## src/hw/gdsp_pkg.sv

```systemverilog
// Constants and types for the gate driver serial register port
// How it works
// Frame is 5 command bits plus 11 data
// Reply carries 11 data bits, 5 ignored
// Master keeps clock low around select edges
// Master keeps select high 400 ns between frames
// Select high: ignore pins, float output
// Sample on falling, launch on rising edge
// Both words travel most significant bit first
// Master gives exactly sixteen clocks per frame
// Wrong bit count flags error, drops word
// Write frame returns old register contents
// Bit 15 flag, 14-11 address, 10-0 data
// Flag zero writes, flag one reads
// Read frame returns addressed register contents
// Reserved bits read and reset as zero
// Master avoids writing reserved or unlisted addresses
// Master sets lock field to block writes
// Fault clear bit clears latches, self-resets
// Summary fault bit ORs flags, mirrors pin
// Writes to status registers change nothing
package gdsp_pkg;
	// ----------------------------------------
	// Frame layout
	// ----------------------------------------
	localparam int FRAME_BITS = 16;
	localparam int DATA_BITS = 11;
	localparam int RW_BIT = 15;
	localparam int ADDR_MSB = 14;
	localparam int ADDR_LSB = 11;
	localparam int TX_MSB = 10;
	localparam int CNT_W = 5;
	localparam logic [4:0] CNT_FULL = 5'h10;
	localparam logic [4:0] CNT_LOAD = 5'h04;
	localparam logic [4:0] CNT_MAX = 5'h1f;
	localparam logic RW_WRITE = 1'h0;
	// ----------------------------------------
	// Register map
	// ----------------------------------------
	localparam logic [3:0] ADDR_STAT1 = 4'h0;
	localparam logic [3:0] ADDR_STAT2 = 4'h1;
	localparam logic [3:0] ADDR_DRV = 4'h2;
	localparam logic [3:0] ADDR_HS = 4'h3;
	localparam logic [3:0] ADDR_LS = 4'h4;
	localparam logic [3:0] ADDR_OCP = 4'h5;
	localparam logic [3:0] ADDR_CSA = 4'h6;
	localparam logic [10:0] REG_RESET = 11'h000;
	localparam logic [10:0] REG_ZERO = 11'h000;
	localparam int CLR_BIT = 0;
	localparam int OTW_REP_BIT = 7;
	localparam int LOCK_MSB = 10;
	localparam int LOCK_LSB = 8;
	localparam logic [2:0] LOCK_CODE = 3'h6;
	localparam int ST2_OTW = 7;
	// ----------------------------------------
	// Types
	// ----------------------------------------
	typedef struct packed {
		logic [10:0] drv;
		logic [10:0] hs;
		logic [10:0] ls;
		logic [10:0] ocp;
		logic [10:0] csa;
	} gdsp_cfg_s;
	typedef struct packed {
		logic [9:0] prim;
		logic [10:0] sec;
	} gdsp_flt_s;
	typedef enum {fr_idle, fr_shift} gdsp_fr_e;
endpackage

```

## src/hw/gdsp_port.sv

```systemverilog
// Serial register port of the gate driver
`timescale 1ns/1ps
module gdsp_port
	import gdsp_pkg::*;
(
	input wire logic mclk,
	input wire logic reset_n,
	input wire logic sclk,
	input wire logic port_select_n,
	input wire logic sdi,
	output logic sdo,
	output logic sdo_oe,
	input wire gdsp_flt_s fault_in,
	output gdsp_cfg_s cfg,
	output logic fault_out_n,
	output logic frame_error
);
	// ----------------------------------------
	// Pin synchronisers
	// ----------------------------------------
	logic sclk_m, sclk_q, sclk_d;
	logic cs_m, cs_q;
	logic sdi_m, sdi_q;

	always_ff @(posedge mclk or negedge reset_n) begin
		if (!reset_n) begin
			sclk_m <= 1'b0;
			sclk_q <= 1'b0;
			sclk_d <= 1'b0;
			cs_m <= 1'b1;
			cs_q <= 1'b1;
			sdi_m <= 1'b0;
			sdi_q <= 1'b0;
		end else begin
			sclk_m <= sclk;
			sclk_q <= sclk_m;
			sclk_d <= sclk_q;
			cs_m <= port_select_n;
			cs_q <= cs_m;
			sdi_m <= sdi;
			sdi_q <= sdi_m;
		end
	end

	logic rise, fall, cs_act;
	assign rise = sclk_q & ~sclk_d;
	assign fall = ~sclk_q & sclk_d;
	assign cs_act = ~cs_q;

	// ----------------------------------------
	// State
	// ----------------------------------------
	gdsp_fr_e state, next_state;
	logic [CNT_W-1:0] cnt, next_cnt;
	logic [FRAME_BITS-1:0] rx, next_rx;
	logic [DATA_BITS-1:0] tx, next_tx;
	logic next_sdo, next_sdo_oe, next_frame_error;
	gdsp_cfg_s next_cfg;
	logic [9:0] st1, next_st1;
	logic [10:0] st2, next_st2;
	logic next_fault_out_n;

	logic fault_sum, locked, end_frame, end_ok, clr;
	logic [3:0] ld_addr, wr_addr;
	logic [DATA_BITS-1:0] rd_data, wr_data;
	logic wr_en;

	// summary fault
	assign fault_sum = (|st1) | (|st2[10:8]) | (|st2[6:0])
		| (st2[ST2_OTW] & cfg.drv[OTW_REP_BIT]);
	assign locked = (cfg.hs[LOCK_MSB:LOCK_LSB] == LOCK_CODE);
	assign ld_addr = {rx[2:0], sdi_q};
	// field split
	assign wr_addr = rx[ADDR_MSB:ADDR_LSB];
	assign wr_data = rx[DATA_BITS-1:0];
	assign end_frame = (state == fr_shift) && !cs_act;
	// exact sixteen bits
	assign end_ok = end_frame && (cnt == CNT_FULL);
	// flag zero writes; R16 lock blocks all but unlock path
	assign wr_en = end_ok && (rx[RW_BIT] == RW_WRITE) && (!locked || wr_addr == ADDR_HS);
	// clear request
	assign clr = wr_en && (wr_addr == ADDR_DRV) && wr_data[CLR_BIT];

	// ----------------------------------------
	// Read decode
	// ----------------------------------------
	always_comb begin
		// addressed contents; R14 reserved reads zero
		if (ld_addr == ADDR_STAT1) begin
			rd_data = {fault_sum, st1};
		end else if (ld_addr == ADDR_STAT2) begin
			rd_data = st2;
		end else if (ld_addr == ADDR_DRV) begin
			rd_data = cfg.drv;
		end else if (ld_addr == ADDR_HS) begin
			rd_data = cfg.hs;
		end else if (ld_addr == ADDR_LS) begin
			rd_data = cfg.ls;
		end else if (ld_addr == ADDR_OCP) begin
			rd_data = cfg.ocp;
		end else if (ld_addr == ADDR_CSA) begin
			rd_data = cfg.csa;
		end else begin
			rd_data = REG_ZERO;
		end
	end

	// ----------------------------------------
	// Frame engine
	// ----------------------------------------
	always_comb begin
		next_state = state;
		next_cnt = cnt;
		next_rx = rx;
		next_tx = tx;
		next_sdo = sdo;
		next_sdo_oe = sdo_oe;
		next_frame_error = 1'b0;
		case (state)
			fr_idle: begin
				// pins ignored, output floats
				next_sdo_oe = 1'b0;
				if (cs_act) begin
					next_state = fr_shift;
					next_cnt = '0;
					next_rx = '0;
					next_tx = REG_ZERO;
					next_sdo = 1'b0;
					next_sdo_oe = 1'b1;
				end
			end
			fr_shift: begin
				if (!cs_act) begin
					next_state = fr_idle;
					next_sdo_oe = 1'b0;
					// flag bad length
					next_frame_error = (cnt != CNT_FULL);
				end else if (fall) begin
					// sample on falling, MSB first
					next_rx = {rx[FRAME_BITS-2:0], sdi_q};
					if (cnt != CNT_MAX) begin
						next_cnt = cnt + 5'h01;
					end
					// old contents after command bits
					if (cnt == CNT_LOAD) begin
						next_tx = rd_data;
					end
				end else if (rise) begin
					// launch on rising, MSB first
					next_sdo = tx[TX_MSB];
					next_tx = {tx[DATA_BITS-2:0], 1'b0};
				end
			end
			default: begin
				next_state = fr_idle;
			end
		endcase
	end

	always_ff @(posedge mclk or negedge reset_n) begin
		if (!reset_n) begin
			state <= fr_idle;
			cnt <= '0;
			rx <= '0;
			tx <= REG_ZERO;
			sdo <= 1'b0;
			sdo_oe <= 1'b0;
			frame_error <= 1'b0;
		end else begin
			state <= next_state;
			cnt <= next_cnt;
			rx <= next_rx;
			tx <= next_tx;
			sdo <= next_sdo;
			sdo_oe <= next_sdo_oe;
			frame_error <= next_frame_error;
		end
	end

	// ----------------------------------------
	// Registers and faults
	// ----------------------------------------
	always_comb begin
		next_cfg = cfg;
		// status addresses not writable; R14 slot seven ignored
		if (wr_en) begin
			if (wr_addr == ADDR_DRV) begin
				next_cfg.drv = wr_data;
				// clear bit never stored
				next_cfg.drv[CLR_BIT] = 1'b0;
			end else if (wr_addr == ADDR_HS) begin
				next_cfg.hs = wr_data;
			end else if (wr_addr == ADDR_LS) begin
				next_cfg.ls = wr_data;
			end else if (wr_addr == ADDR_OCP) begin
				next_cfg.ocp = wr_data;
			end else if (wr_addr == ADDR_CSA) begin
				next_cfg.csa = wr_data;
			end
		end
		// clear latches, new events win
		next_st1 = (clr ? 10'h000 : st1) | fault_in.prim;
		next_st2 = (clr ? 11'h000 : st2) | fault_in.sec;
		// pin mirrors summary
		next_fault_out_n = ~fault_sum;
	end

	always_ff @(posedge mclk or negedge reset_n) begin
		if (!reset_n) begin
			cfg <= {5{REG_RESET}};
			st1 <= 10'h000;
			st2 <= 11'h000;
			fault_out_n <= 1'b1;
		end else begin
			cfg <= next_cfg;
			st1 <= next_st1;
			st2 <= next_st2;
			fault_out_n <= next_fault_out_n;
		end
	end
endmodule

```

## config.mk

```make
export PLATFORM = sky130hd
export DESIGN_NAME = gdsp_port
export DESIGN_NICKNAME = d
export VERILOG_FILES = /design/src/hw/gdsp_pkg.sv /design/src/hw/gdsp_port.sv
export SDC_FILE = /design/constraint.sdc
export NUM_CORES = 1
export LEC_CHECK = 0
export BUFFER_PORTS_ARGS = -buffer_cell sky130_fd_sc_hd__buf_2
export CAP_MARGIN = 20
export CORE_ASPECT_RATIO = 2
export CORE_MARGIN = 5
export CORE_UTILIZATION = 28
export CTS_BUF_LIST = sky130_fd_sc_hd__clkbuf_16
export CTS_CLUSTER_SIZE = 24
export DETAILED_ROUTE_END_ITERATION = 8
export PLACE_DENSITY = 0.43
export SKIP_LAST_GASP = 1
export SYNTH_ARGS = -nofsm -noshare
export SYNTH_HDL_FRONTEND = slang
export SYNTH_SLANG_ARGS = --single-unit
```

## constraint.sdc

```tcl
create_clock -name mclk -period 2.7 [get_ports mclk]
set_input_delay 0.135 -clock mclk [delete_from_list [all_inputs] [get_ports mclk]]
set_output_delay 0.135 -clock mclk [all_outputs]
set_load 0.05 [all_outputs]
```

Word-level counts from Yosys, hierarchy flattened
Cells that the tools add are included.
Widths: inputs -> output; s select.
Storage, ports and cells
  flip-flop bits (word level): 150
  input port bits: 26
  output and inout bits: 59
  word-level logic and storage cells: 128
Operators by class
  add/sub/neg operators: 1
  equal/unequal tests: 27
  muxes and demuxes: 37
  bitwise gates (word level): 16
  reduce and logical (&&, ||, !) cells: 25
Operators with widths (number)
  $mux 11: 13
  $mux 32: 2
  $pmux 32 s2: 1
  $mux 16: 3
  $eq 32x1->1 const B: 1
  $eq 32x2->1 const B: 1
  $logic_not 32->1: 1
  $pmux 16 s2: 1
  $eq 4x3->1 const B: 6
  $pmux 11 s2: 1
  $mux 5: 4
  $reduce_and 5->1: 4
  $eq 4x2->1 const B: 4
  $ne 2x2->1 const B: 7
  $or 11x11->11: 1
  $mux 10: 1
  $ne 5x5->1 const B: 2
  $or 10x10->10: 1
  $pmux 5 s2: 1
  $reduce_or 10->1: 1
  $mux 1: 8
  $not 1->1: 8
  $reduce_and 4->1: 2
  $reduce_or 7->1: 1
  18 further kinds: 31

Depth between registers and ports, before layout
Gate-level depths: netlist of run 1.
  depth in word-level cells: 12
  gate-level depth with buffers: 8
  mapped depth without buffers: 8

Worst setup path before layout of run 1
No wires, ideal clock.
  path kind: register to register
  from: register state[0]
  to: register rx[10]
  library setup time: 0.066 ns
  arrival: 1.849 ns
  required time: 2.634 ns
  setup slack: 0.784 ns
  stages on the path, launching flop included: 7
  path buffers: 1
  clock period less this slack: 1.916 ns
  cell sequence: dfrtp_1 > clkinv_1 > ha_1 > or2_2 > nor2_1 > clkbuf_1 > a22o_1
Between the ends
  cells in the longest elaborated chain, start to end: 3
  elaborated cells between the ends (all ways): 8
  those cells by class: 4 x eq/ne; 1 x mux; 3 x reduce/logical
Ends and longest elaborated chain
  from (decl): RTL line gdsp_port.sv:53  | gdsp_fr_e state, next_state;
  from (signal assigned): RTL line gdsp_port.sv:162  | state <= fr_idle;
  from (signal assigned): RTL line gdsp_port.sv:170  | state <= next_state;
  $eq 32x1->1 or $logic_not 32->1 (tied branches): RTL line gdsp_port.sv:119  | case (state)
  $ne 2x2->1 (no source line) or $reduce_bool 2->1 (tied branches)
  $reduce_and 4->1 (no source line)
  to (signal assigned): RTL line gdsp_port.sv:172  | rx <= next_rx;
  to (decl): RTL line gdsp_port.sv:55  | logic [FRAME_BITS-1:0] rx, next_rx;
Several ways; a longest one is shown, not always the timed one.
A chain may end at the register's enable or synchronous reset.

Worst setup path in the final report of run 1
  from: register cs_q
  to: register st2[0]
Between the ends
  cells in the longest elaborated chain, start to end: 8
Ends and longest elaborated chain
  from (decl): RTL line gdsp_port.sv:22  | logic cs_m, cs_q;
  from (signal assigned): RTL line gdsp_port.sv:39  | cs_q <= cs_m;
  $logic_and 1x1->1: RTL line gdsp_port.sv:76  | assign end_frame = (state == fr_shift) && !cs_act;
  $logic_and 1x1->1: RTL line gdsp_port.sv:78  | assign end_ok = end_frame && (cnt == CNT_FULL);
  $logic_and 1x1->1 (2 in series): RTL line gdsp_port.sv:80  | assign wr_en = end_ok && (rx[RW_BIT] == RW_WRITE) && (!locked || wr_addr == ADDR_HS);
  $logic_and 1x1->1 (2 in series): RTL line gdsp_port.sv:82  | assign clr = wr_en && (wr_addr == ADDR_DRV) && wr_data[CLR_BIT];
  $mux 11: RTL line gdsp_port.sv:203  | next_st2 = (clr ? 11'h000 : st2) | fault_in.sec;
  $or 11x11->11: RTL line gdsp_port.sv:203
  named net next_st2[0]: RTL line gdsp_port.sv:60  | logic [10:0] st2, next_st2;
  to (signal assigned): RTL line gdsp_port.sv:217  | st2 <= next_st2;
  to (decl): RTL line gdsp_port.sv:60
The timed path passes the listed nets, and every way through them passes these cells.

==> impl_results.md, run 1 <==
* Kind of critical path: flop to flop
* WP buf/inv at 0
* IO Port Bufs at 83
* Crit share post-route at approximately four fifths
* # setup viols final at 0
* Yosys top cell by area: dfrtp_1
* Rows at 72
* Worst hold path class: flop to flop
* Core area at 0.0192 mm^2
* GRT overflow at 0
* Synth-to-Final Area Change at 30.2%
* Crit-path max FO at 21
* Top post-synthesis cells by area: dfrtp_1, mux2_2, a21o_1
* Number of synthesized flops with an enable pin at 0
* Worst VDD drop at about 0.37 mV
* Synthesized area per cell at roughly 12 um^2
* Slowest CP cell: or3_1
* Critical Path End Type: flop
* Post-Syn Nets at slightly below 500
* Fillers at roughly 1900
* TritonCTS buffer count at 17
* RSZ-0062 raised after global routing: false
* Synth cell types at 53
* DP Wirelength at about 13000 um
* Post-Syn Instances at roughly 450
* Clk root buf: clkbuf_16
* Top FF cell, synth: dfrtp_1
* CP Launch Type: flop
* Max Slew Vio Count at 0
* FFs w/ async S/R, synth at 100%
* Slack of the critical path at approximately 0.55 ns
* Htree depth at 4
* Initial DRT Pass Iterations at 4
* Clock latency on the worst-skew pair at 0.41 ns
* TritonCTS clock tree: built
* CP Data Required Time at 2.99 ns
* Die extent in x at about 110 um
* RePlAce Congestion at 0.769
* Vias in the first global route at 4340
* Hold Vio Cnt, Final at 0
* Remaining antenna violation count at 0
* Pre-CTS WS at approximately 0.56 ns
* Via Count at a little over 4000
* Wire length per cell at ~20 um
* Share of cells above drive strength 1 at a little over a third
* # diodes at 0
* Synth Cell Area at ~0.0054 mm^2
* Crit-path cells: ha_1, nor2b_1, nand4_1, or3_1, a21o_1
* First-pass GRT wire length at about 26000 um
* Post-synth top area share at a little over half
* Initial Util at between 20 and 30%
* Largest net degree at the start of global routing at 60
* CTS Sinks at 119
* Critical path's top delay family: simple AND/OR/NAND/NOR gates
* WP data arrival at between 2 and 2.5 ns
* Nets at ~610
* Crit-path max cell delay at 0.67 ns
* Pwr Total at around 5.3 mW
* Wirelength, routed at 17100 um
* PD cells at roughly 760 mW/mm^2
* Max cap viols at 0
* Slew at the pin closest to its max-slew limit at between 0.8 and 0.9 ns
* Die area at approximately 0.022 mm^2
* Setup Skew at 0.0124 ns
* Bufs on Longest Clock Path at 2
* Total GRT Usage at between 15 and 20%
* Initial antenna violation count at 0
* Rel. slew slack at a little under half
* Static Leakage at between 3 and 4 nW
* Max Clock Freq at between 400 and 500 MHz
* Synth warn at 0
* Post-synthesis register bit count at between 100 and 150
* Commonest non-fill, non-tap cells in the layout: dfrtp_1, buf_2, mux2_2
* Initial DRC Count at about 110
* Gates resized, CTS repair at 0
* Reg clk slew, reported paths at 0.05 ns
* Die height at between 200 and 250 um
* Setup_tns at 0 ns
* # Post-CTS Setup Buffers at 0
* Most common cell after layout, fill and taps aside: dfrtp_1
* Status: finished clean
* DR DRC count at 0
* Vias/cell at approximately 4.8
* Seq/Total Area, Yosys at a little under three fifths
* # IOs at 85
* Min cycle time layout at 2.15 ns
-- cells by family after synthesis --
| family | synth area share [%] |
|---|---|
| AO/OA/AOI/OAI | 16.4 |
| flip-flops | 55.1 |
| AND/OR/NAND/NOR | 8.54 |
| multiplexers | 14.5 |
| buffers and inverters | 3.19 |
| adder cells (fa/ha/maj) | 2.08 |
| other | 0.0693 |
| XOR/XNOR | 0.162 |
-- synthesized netlist by cell type, types with 2 or more instances --
cell type,n
o31ai_1,4
nor3_1,3
mux2i_1,2
clkbuf_1,13
a22o_1,16
o2bb2ai_1,4
nand2b_1,4
o221ai_1,6
nand3_1,2
a22oi_1,2
o22ai_1,9
buf_6,2
or2_2,2
nor4_1,5
mux2_4,8
nand2_1,21
a31oi_1,6
mux2_2,57
nand4bb_1,2
nand4_1,4
nor2b_1,7
inv_1,8
a21o_1,23
a21oi_1,19
buf_2,12
nor2_1,24
o21ai_0,30
ha_1,9
a32oi_1,4
nor3b_1,2
dfrtp_1,116
a32o_1,2
dfstp_2,3
nand3b_1,2
-- worst paths after layout --
kind | startpoint | to | slack (ns) | cells after the start
hold reg to reg | sdi_m | sdi_q | 0.35 | 0
hold / removal | sdi_m | sdi_q | 0.35 | 0
setup reg to reg | cs_q | st2[0] | 0.55 | 5
min in group asynchronous | reset_n | sdo_oe | 0.38 | 2
max in group asynchronous | reset_n | rx[13] | 1.50 | 3
setup / recovery | cs_q | st2[0] | 0.55 | 5
-- timing repair --
action | 4_1_cts | 5_1_grt
endpoints found under the setup margin | 0 | 0
endpoints found under the hold margin | 78 | 0
hold buffers | 25 | 0
-- metrics by stage --
| stage | util [%] | cells | area (um^2) | hold slack [ns] |
|---|---|---|---|---|
| floorplan | - | 452 | 5410 | -0.161 |
| CTS | 36.7 | 846 | 7040 | 0.346 |
| global route | 36.7 | 846 | 7040 | 0.363 |
| detailed placement | 32.3 | 789 | 6200 | 0.244 |
| global placement | 32.3 | 789 | 6200 | 0.242 |
| finish | 36.7 | 846 | 7040 | 0.349 |
-- cell type report --
cell class,count,area (um^2),share of cell area (%)
flip-flops and latches,119,2980,42.3
well taps,259,324,4.60
inverters,9,33.8,0.480
multi-input cells,296,2250,32.0
clock buffers,17,425,6.04
repair buffers,131,853,12.1
clock inverters,15,170,2.42
-- routing by layer --
metal / global-route usage, % / share of wire, % / vias up
met5: 0 / 0 / -
met4: 6.23 / 1.9 / 0
met3: 3.11 / 3.0 / 16
met2: 30.9 / 58 / 71
met1: 16.3 / 37 / 2029
li1: - / - / 1912
-- sequential cells by signal, indices dropped and copies added, names as in the netlist --
name and cells:
cfg 54, cnt 5, cs_m 1, cs_q 1, fault_out_n 1, frame_error 1
rx 16, sclk_d 1, sclk_m 1, sclk_q 1, sdi_m 1, sdi_q 1
sdo 1, sdo_oe 1, st1 10, st2 11, state 1, tx 11
-- power breakdown --
group	internal [mW]	switching, mW
registers	1.91	0.0835
logic	0.378	0.648
clock network	1.51	0.795
total	3.80	1.53
(Power assumes the default switching activity.)
==> run 2, diff against run 1 <==
clock period = 2.2 ns   (was 2.7 ns; I/O delays follow)
==> run 2 against run 1 <==
Compared with the run above: sequential cell count is the same; global-route usage grew 0.68 points; sequential share of layout area shrank 0.81 points; final cell count grew 1.3%; wire length grew 2.1%; utilization grew 0.72 points; hold slack lost 0.16 ns; clock power grew 29%; via count grew 3.8%; combinational power grew 29%; die area is the same; setup slack lost 0.46 ns; critical path type unchanged; largest cell class unchanged; largest power group unchanged.
==> impl_results.md, run 2 (same netlist as run 1, synthesis figures left out) <==
* Met1 Resource Use GR at 16.9% (was 16.3%)
* Max cap viols at 0 (unchanged)
* Min cycle time layout at 2.11 ns (was 2.15 ns)
* First-pass GRT wire length at 27300 um (was 26100 um)
* Static Leakage at 3.38 nW (was 3.30 nW)
* Initial DRT Pass Iterations at 4 (unchanged)
* Nets at 620 (was 609)
* Crit-path max FO at 11 (was 21)
* Wirelength, routed at 17400 um (was 17100 um)
* Initial DRC Count at 160 (was 106)
* Max Clock Freq at 474 MHz (was 465 MHz)
* Hold Vio Cnt, Final at 0 (unchanged)
* CTS Sinks at 119 (unchanged)
* Largest net degree at the start of global routing at 49 (was 60)
* M3 GR Usage at 3.52% (was 3.11%)
* CP Launch Type: flop (unchanged)
* IO Port Bufs at 83 (unchanged)
* Worst VDD drop at 0.437 mV (was 0.372 mV)
* Share of cells above drive strength 1 at 36.0% (was 34.8%)
* Bufs on Longest Clock Path at 2 (unchanged)
* DR DRC count at 0 (unchanged)
* WP data arrival at 2.40 ns (was 2.44 ns)
* Reg clk slew, reported paths at 0.06 ns (was 0.05 ns)
* Most common cell after layout, fill and taps aside: dfrtp_1 (unchanged)
* PD cells at 940 mW/mm^2 (was 757 mW/mm^2)
* Critical Path End Type: flop (unchanged)
* Pwr Total at 6.75 mW (was 5.33 mW)
* Die area at 0.0224 mm^2 (unchanged)
* Initial Util at 28.2% (unchanged)
* Die extent in x at 108 um (unchanged)
* Met2 usage at 32.3% (was 30.9%)
* # setup viols final at 0 (unchanged)
* Htree depth at 4 (unchanged)
* Commonest non-fill, non-tap cells in the layout: dfrtp_1, buf_2, mux2_2 (unchanged)
* RSZ-0062 raised after global routing: false (unchanged)
* Initial antenna violation count at 0 (unchanged)
* Die height at 207 um (unchanged)
* Setup_tns at 0 ns (unchanged)
* # diodes at 0 (unchanged)
* TritonCTS buffer count at 17 (unchanged)
* Kind of critical path: flop to flop (unchanged)
* GRT overflow at 0 (unchanged)
* # IOs at 85 (unchanged)
* Via Count at 4183 (was 4028)
* Status: finished clean (unchanged)
* Max Slew Vio Count at 0 (unchanged)
* Synth-to-Final Area Change at 32.8% (was 30.2%)
* Remaining antenna violation count at 0 (unchanged)
* Core area at 0.0192 mm^2 (unchanged)
* Total GRT Usage at 16.6% (was 15.9%)
* Max reg flops at 54 (unchanged)
* Clock latency on the worst-skew pair at 0.42 ns (was 0.41 ns)
* Vias/cell at 4.88 (was 4.76)
* TritonCTS clock tree: built (unchanged)
* Clk root buf: clkbuf_16 (unchanged)
* Crit share post-route at 95.9% (was 79.6%)
* CP Data Required Time at 2.49 ns (was 2.99 ns)
* RePlAce Congestion at 0.780 (was 0.769)
* GR peak layer: met2 (unchanged)
* Vias in the first global route at 4590 (was 4340)
* Top reg by flops: cfg (unchanged)
* Wire length per cell at 20.3 um (was 20.2 um)
* Largest registers: cfg: 54 flops, rx: 16 flops (unchanged)
* DP Wirelength at 13100 um (was 12800 um)
* Worst hold path class: input pin to async pin (was flop to flop)
* Setup Skew at 0.00984 ns (was 0.0124 ns)
* # Post-CTS Setup Buffers at 0 (unchanged)
* Rows at 72 (unchanged)
* Util after Layout at 37.4% (was 36.7%)
run 2: area by class of cell:
| cell class | instances | area, um^2 |
|---|---|---|
| fill | 1889 | 12000 |
| sequential | 119 | 2980 |
| multi-input combinational | 296 | 2260 |
| timing repair buffer | 142 | 961 |
| clock buffer | 17 | 425 |
| tap | 259 | 324 |
| clock inverter | 15 | 196 |
| inverter | 9 | 33.8 |
run 2: worst paths after layout:
check / start / to / slack, ns / depth (start not counted)
worst max register to register: cnt[0] / cfg[8] / 0.09 / 6
min in group mclk: sdi / sdi_m / 0.34 / 2
worst min register to register: sdi_m / sdi_q / 0.35 / 0
worst min-delay path: reset_n / sdo_oe / 0.19 / 2
max in group asynchronous: reset_n / cfg[39] / 1.28 / 3
worst max-delay path: cnt[0] / cfg[8] / 0.09 / 6
run 2: power breakdown:
part,switching (mW),internal [mW],total (mW),leakage (nW)
registers,0.109,2.35,2.46,1.51
clock network,0.988,1.98,2.97,0.317
logic,0.815,0.516,1.33,1.55
total,1.91,4.84,6.75,3.38
run 2: layer usage:
metal	vias to the layer above	part of all wire, %
met5	-	0
met1	2135	36
li1	1928	-
met2	97	58
met3	23	3.6
met4	0	2.3
run 2: what timing repair did:
item / 4_1_cts / 5_1_grt
resized for setup: 0 / 1
setup endpoints to repair: 0 / 11
hold buffers: 25 / 0
endpoints found under the hold margin: 50 / 0
run 2: metrics by stage:
| stage | hold slack [ns] | instance area [um^2] | instances | setup WS (ns) |
|---|---|---|---|---|
| after detailed placement | 0.0837 | 6300 | 800 | 0.0373 |
| final | 0.193 | 7180 | 857 | 0.0910 |
| after global placement | 0.0749 | 6300 | 800 | 0.111 |
| after global routing | 0.215 | 7180 | 857 | 0.0367 |
| after CTS | 0.189 | 7180 | 857 | 0.0236 |
| after floorplan | -0.186 | 5410 | 452 | 0.284 |
run 2: worst max-delay path, cell delays in order (launching register included):
cell      delay, ns
dfrtp_1        0.42
inv_1          0.07
ha_1           0.16
and4bb_1       0.26
nand4_1        0.18
and4bb_4       0.52
mux2_2         0.37
==> run 3, diff against run 2 <==
==> constraint.sdc (replaced) <==
create_clock -name mclk -period 2.2 [get_ports mclk]
set_input_delay 0.66 -clock mclk [delete_from_list [all_inputs] [get_ports mclk]]
set_output_delay 0.66 -clock mclk [all_outputs]
set_load 0.05 [all_outputs]
==> run 3 against run 2 <==
Compared with the run above: final cell count is 3.6% lower; die area stayed put; maximum frequency is 0.18% lower; sequential share of layout area is 2.1 points higher; combinational power is 3% lower; power is 8.9% lower; utilization is 1.8 points lower; sequential power hardly changed; critical path type unchanged; critical endpoint is now cfg[7]; largest cell class unchanged.
==> impl_results.md, run 3 (same netlist as run 1, synthesis figures left out) <==
* Status: finished clean (unchanged)
* Reg clk slew, reported paths at 0.05 ns (was 0.06 ns)
* Most common cell after layout, fill and taps aside: dfrtp_1 (unchanged)
* Clk root buf: clkbuf_16 (unchanged)
* PD cells at 899 mW/mm^2 (was 940 mW/mm^2)
* DR DRC count at 0 (unchanged)
* Clock latency on the worst-skew pair at 0.41 ns (was 0.42 ns)
* Rows at 72 (unchanged)
* Largest registers: cfg: 54 flops, rx: 16 flops (unchanged)
* Critical Path End Type: flop (unchanged)
* CTS Sinks at 119 (unchanged)
* Initial antenna violation count at 0 (unchanged)
* GRT overflow at 0 (unchanged)
* Wirelength, routed at 17500 um (was 17400 um)
* IO Port Bufs at 83 (unchanged)
* Via Count at 4042 (was 4183)
* Remaining antenna violation count at 0 (unchanged)
* Static Leakage at 3.21 nW (was 3.38 nW)
* Largest net degree at the start of global routing at 53 (was 49)
* # diodes at 0 (unchanged)
* Initial Util at 28.2% (unchanged)
* TritonCTS buffer count at 17 (unchanged)
* Max cap viols at 0 (unchanged)
* Crit-path max FO at 6 (was 11)
* Share of cells above drive strength 1 at 37.2% (was 36.0%)
* CP Launch Type: flop (unchanged)
* Synth-to-Final Area Change at 26.5% (was 32.8%)
* Vias in the first global route at 4420 (was 4590)
* Worst VDD drop at 0.533 mV (was 0.437 mV)
* WP data arrival at 2.41 ns (was 2.40 ns)
* Pwr Total at 6.15 mW (was 6.75 mW)
* Worst hold path class: input pin to async pin (unchanged)
* Initial DRC Count at 154 (was 160)
* # IOs at 85 (unchanged)
* DP Wirelength at 13000 um (was 13100 um)
* Setup Skew at 0.00540 ns (was 0.00984 ns)
* Crit share post-route at 96.0% (was 95.9%)
* Hold Vio Cnt, Final at 0 (unchanged)
* Pre-CTS WS at 0.0274 ns (was 0.0373 ns)
* Slack of the critical path at 0.0871 ns (was 0.0910 ns)
* Core area at 0.0192 mm^2 (unchanged)
* RSZ-0062 raised after global routing: false (unchanged)
* Bufs on Longest Clock Path at 2 (unchanged)
* Top reg by flops: cfg (unchanged)
* Setup_tns at 0 ns (unchanged)
* Vias/cell at 4.89 (was 4.88)
* Kind of critical path: flop to flop (unchanged)
* Fillers at 1930 (was 1889)
* Util after Layout at 35.7% (was 37.4%)
* Die height at 207 um (unchanged)
* CP Data Required Time at 2.49 ns (about the same)
* # setup viols final at 0 (unchanged)
* First-pass GRT wire length at 26700 um (was 27300 um)
* Commonest non-fill, non-tap cells in the layout: dfrtp_1, buf_2, mux2_2 (unchanged)
* Nets at 593 (was 620)
* Min cycle time layout at 2.11 ns (about the same)
* Htree depth at 4 (unchanged)
* Max reg flops at 54 (unchanged)
* Die extent in x at 108 um (unchanged)
* Total GRT Usage at 16.2% (was 16.6%)
* Max Slew Vio Count at 0 (unchanged)
* Wire length per cell at 21.2 um (was 20.3 um)
* RePlAce Congestion at 0.792 (was 0.780)
* TritonCTS clock tree: built (unchanged)
* Max Clock Freq at 473 MHz (was 474 MHz)
* Initial DRT Pass Iterations at 5 (was 4)
* Die area at 0.0224 mm^2 (unchanged)
## run 3: power by group
part	internal [mW]	switching (mW)	total, mW
sequential	2.35	0.101	2.45
combinational	0.484	0.809	1.29
clock	1.48	0.928	2.41
## run 3: critical path, stage by stage, from the launching register on
cell and delay [ns]:
dfrtp_2 0.43, inv_1 0.07, ha_1 0.16, and4bb_2 0.25, nand4_1 0.23, and4bb_4 0.49, mux2_2 0.35
## run 3: path summary, 6_finish.rpt
kind                                from          end  slack, ns  depth (start not counted)
max                               cnt[0]       cfg[7]       0.09                          6
min in group mclk          port_select_n         cs_m       0.35                          1
min                              reset_n       sdo_oe       0.16                          1
max reg2reg                       cnt[0]       cfg[7]       0.09                          6
max in group asynchronous        reset_n  fault_out_n       1.42                          2
min reg2reg                        sdi_m        sdi_q       0.36                          0
## run 3: per-stage QoR
| step | instance area, um^2 | cells | hold WS (ns) |
|---|---|---|---|
| finish | 6840 | 826 | 0.160 |
| global route | 6840 | 826 | 0.163 |
| CTS | 6810 | 824 | 0.147 |
| detailed placement | 6310 | 796 | 0.340 |
| global placement | 6310 | 796 | 0.341 |
| floorplan | 5410 | 452 | 0.331 |
## run 3: what timing repair did
item / CTS / global route
setup endpoints to repair: 0 / 11
buffers inserted: 0 / 1
endpoints found under the hold margin: 0 / 0
resized for setup: 0 / 6
hold buffers: 0 / 0
## run 3: cell type report
cell class              count  area, um^2  share of cell area [%]
clock buffers              17         425                    6.22
clock inverters            11        70.1                    1.02
inverters                   9        33.8                   0.494
multi-input cells         297        2280                    33.3
flip-flops and latches    119        2980                    43.6
well taps                 259         324                    4.73
repair buffers            114         726                    10.6
## run 3: layer usage
layer  GRT usage (%)  part of all wire, %  up-vias
li1                -                    -     1880
met1            16.7                   36     2031
met2            30.3                   57      103
met3            3.11                  3.1       28
met4            8.35                  3.7        0
met5               0                    0        -
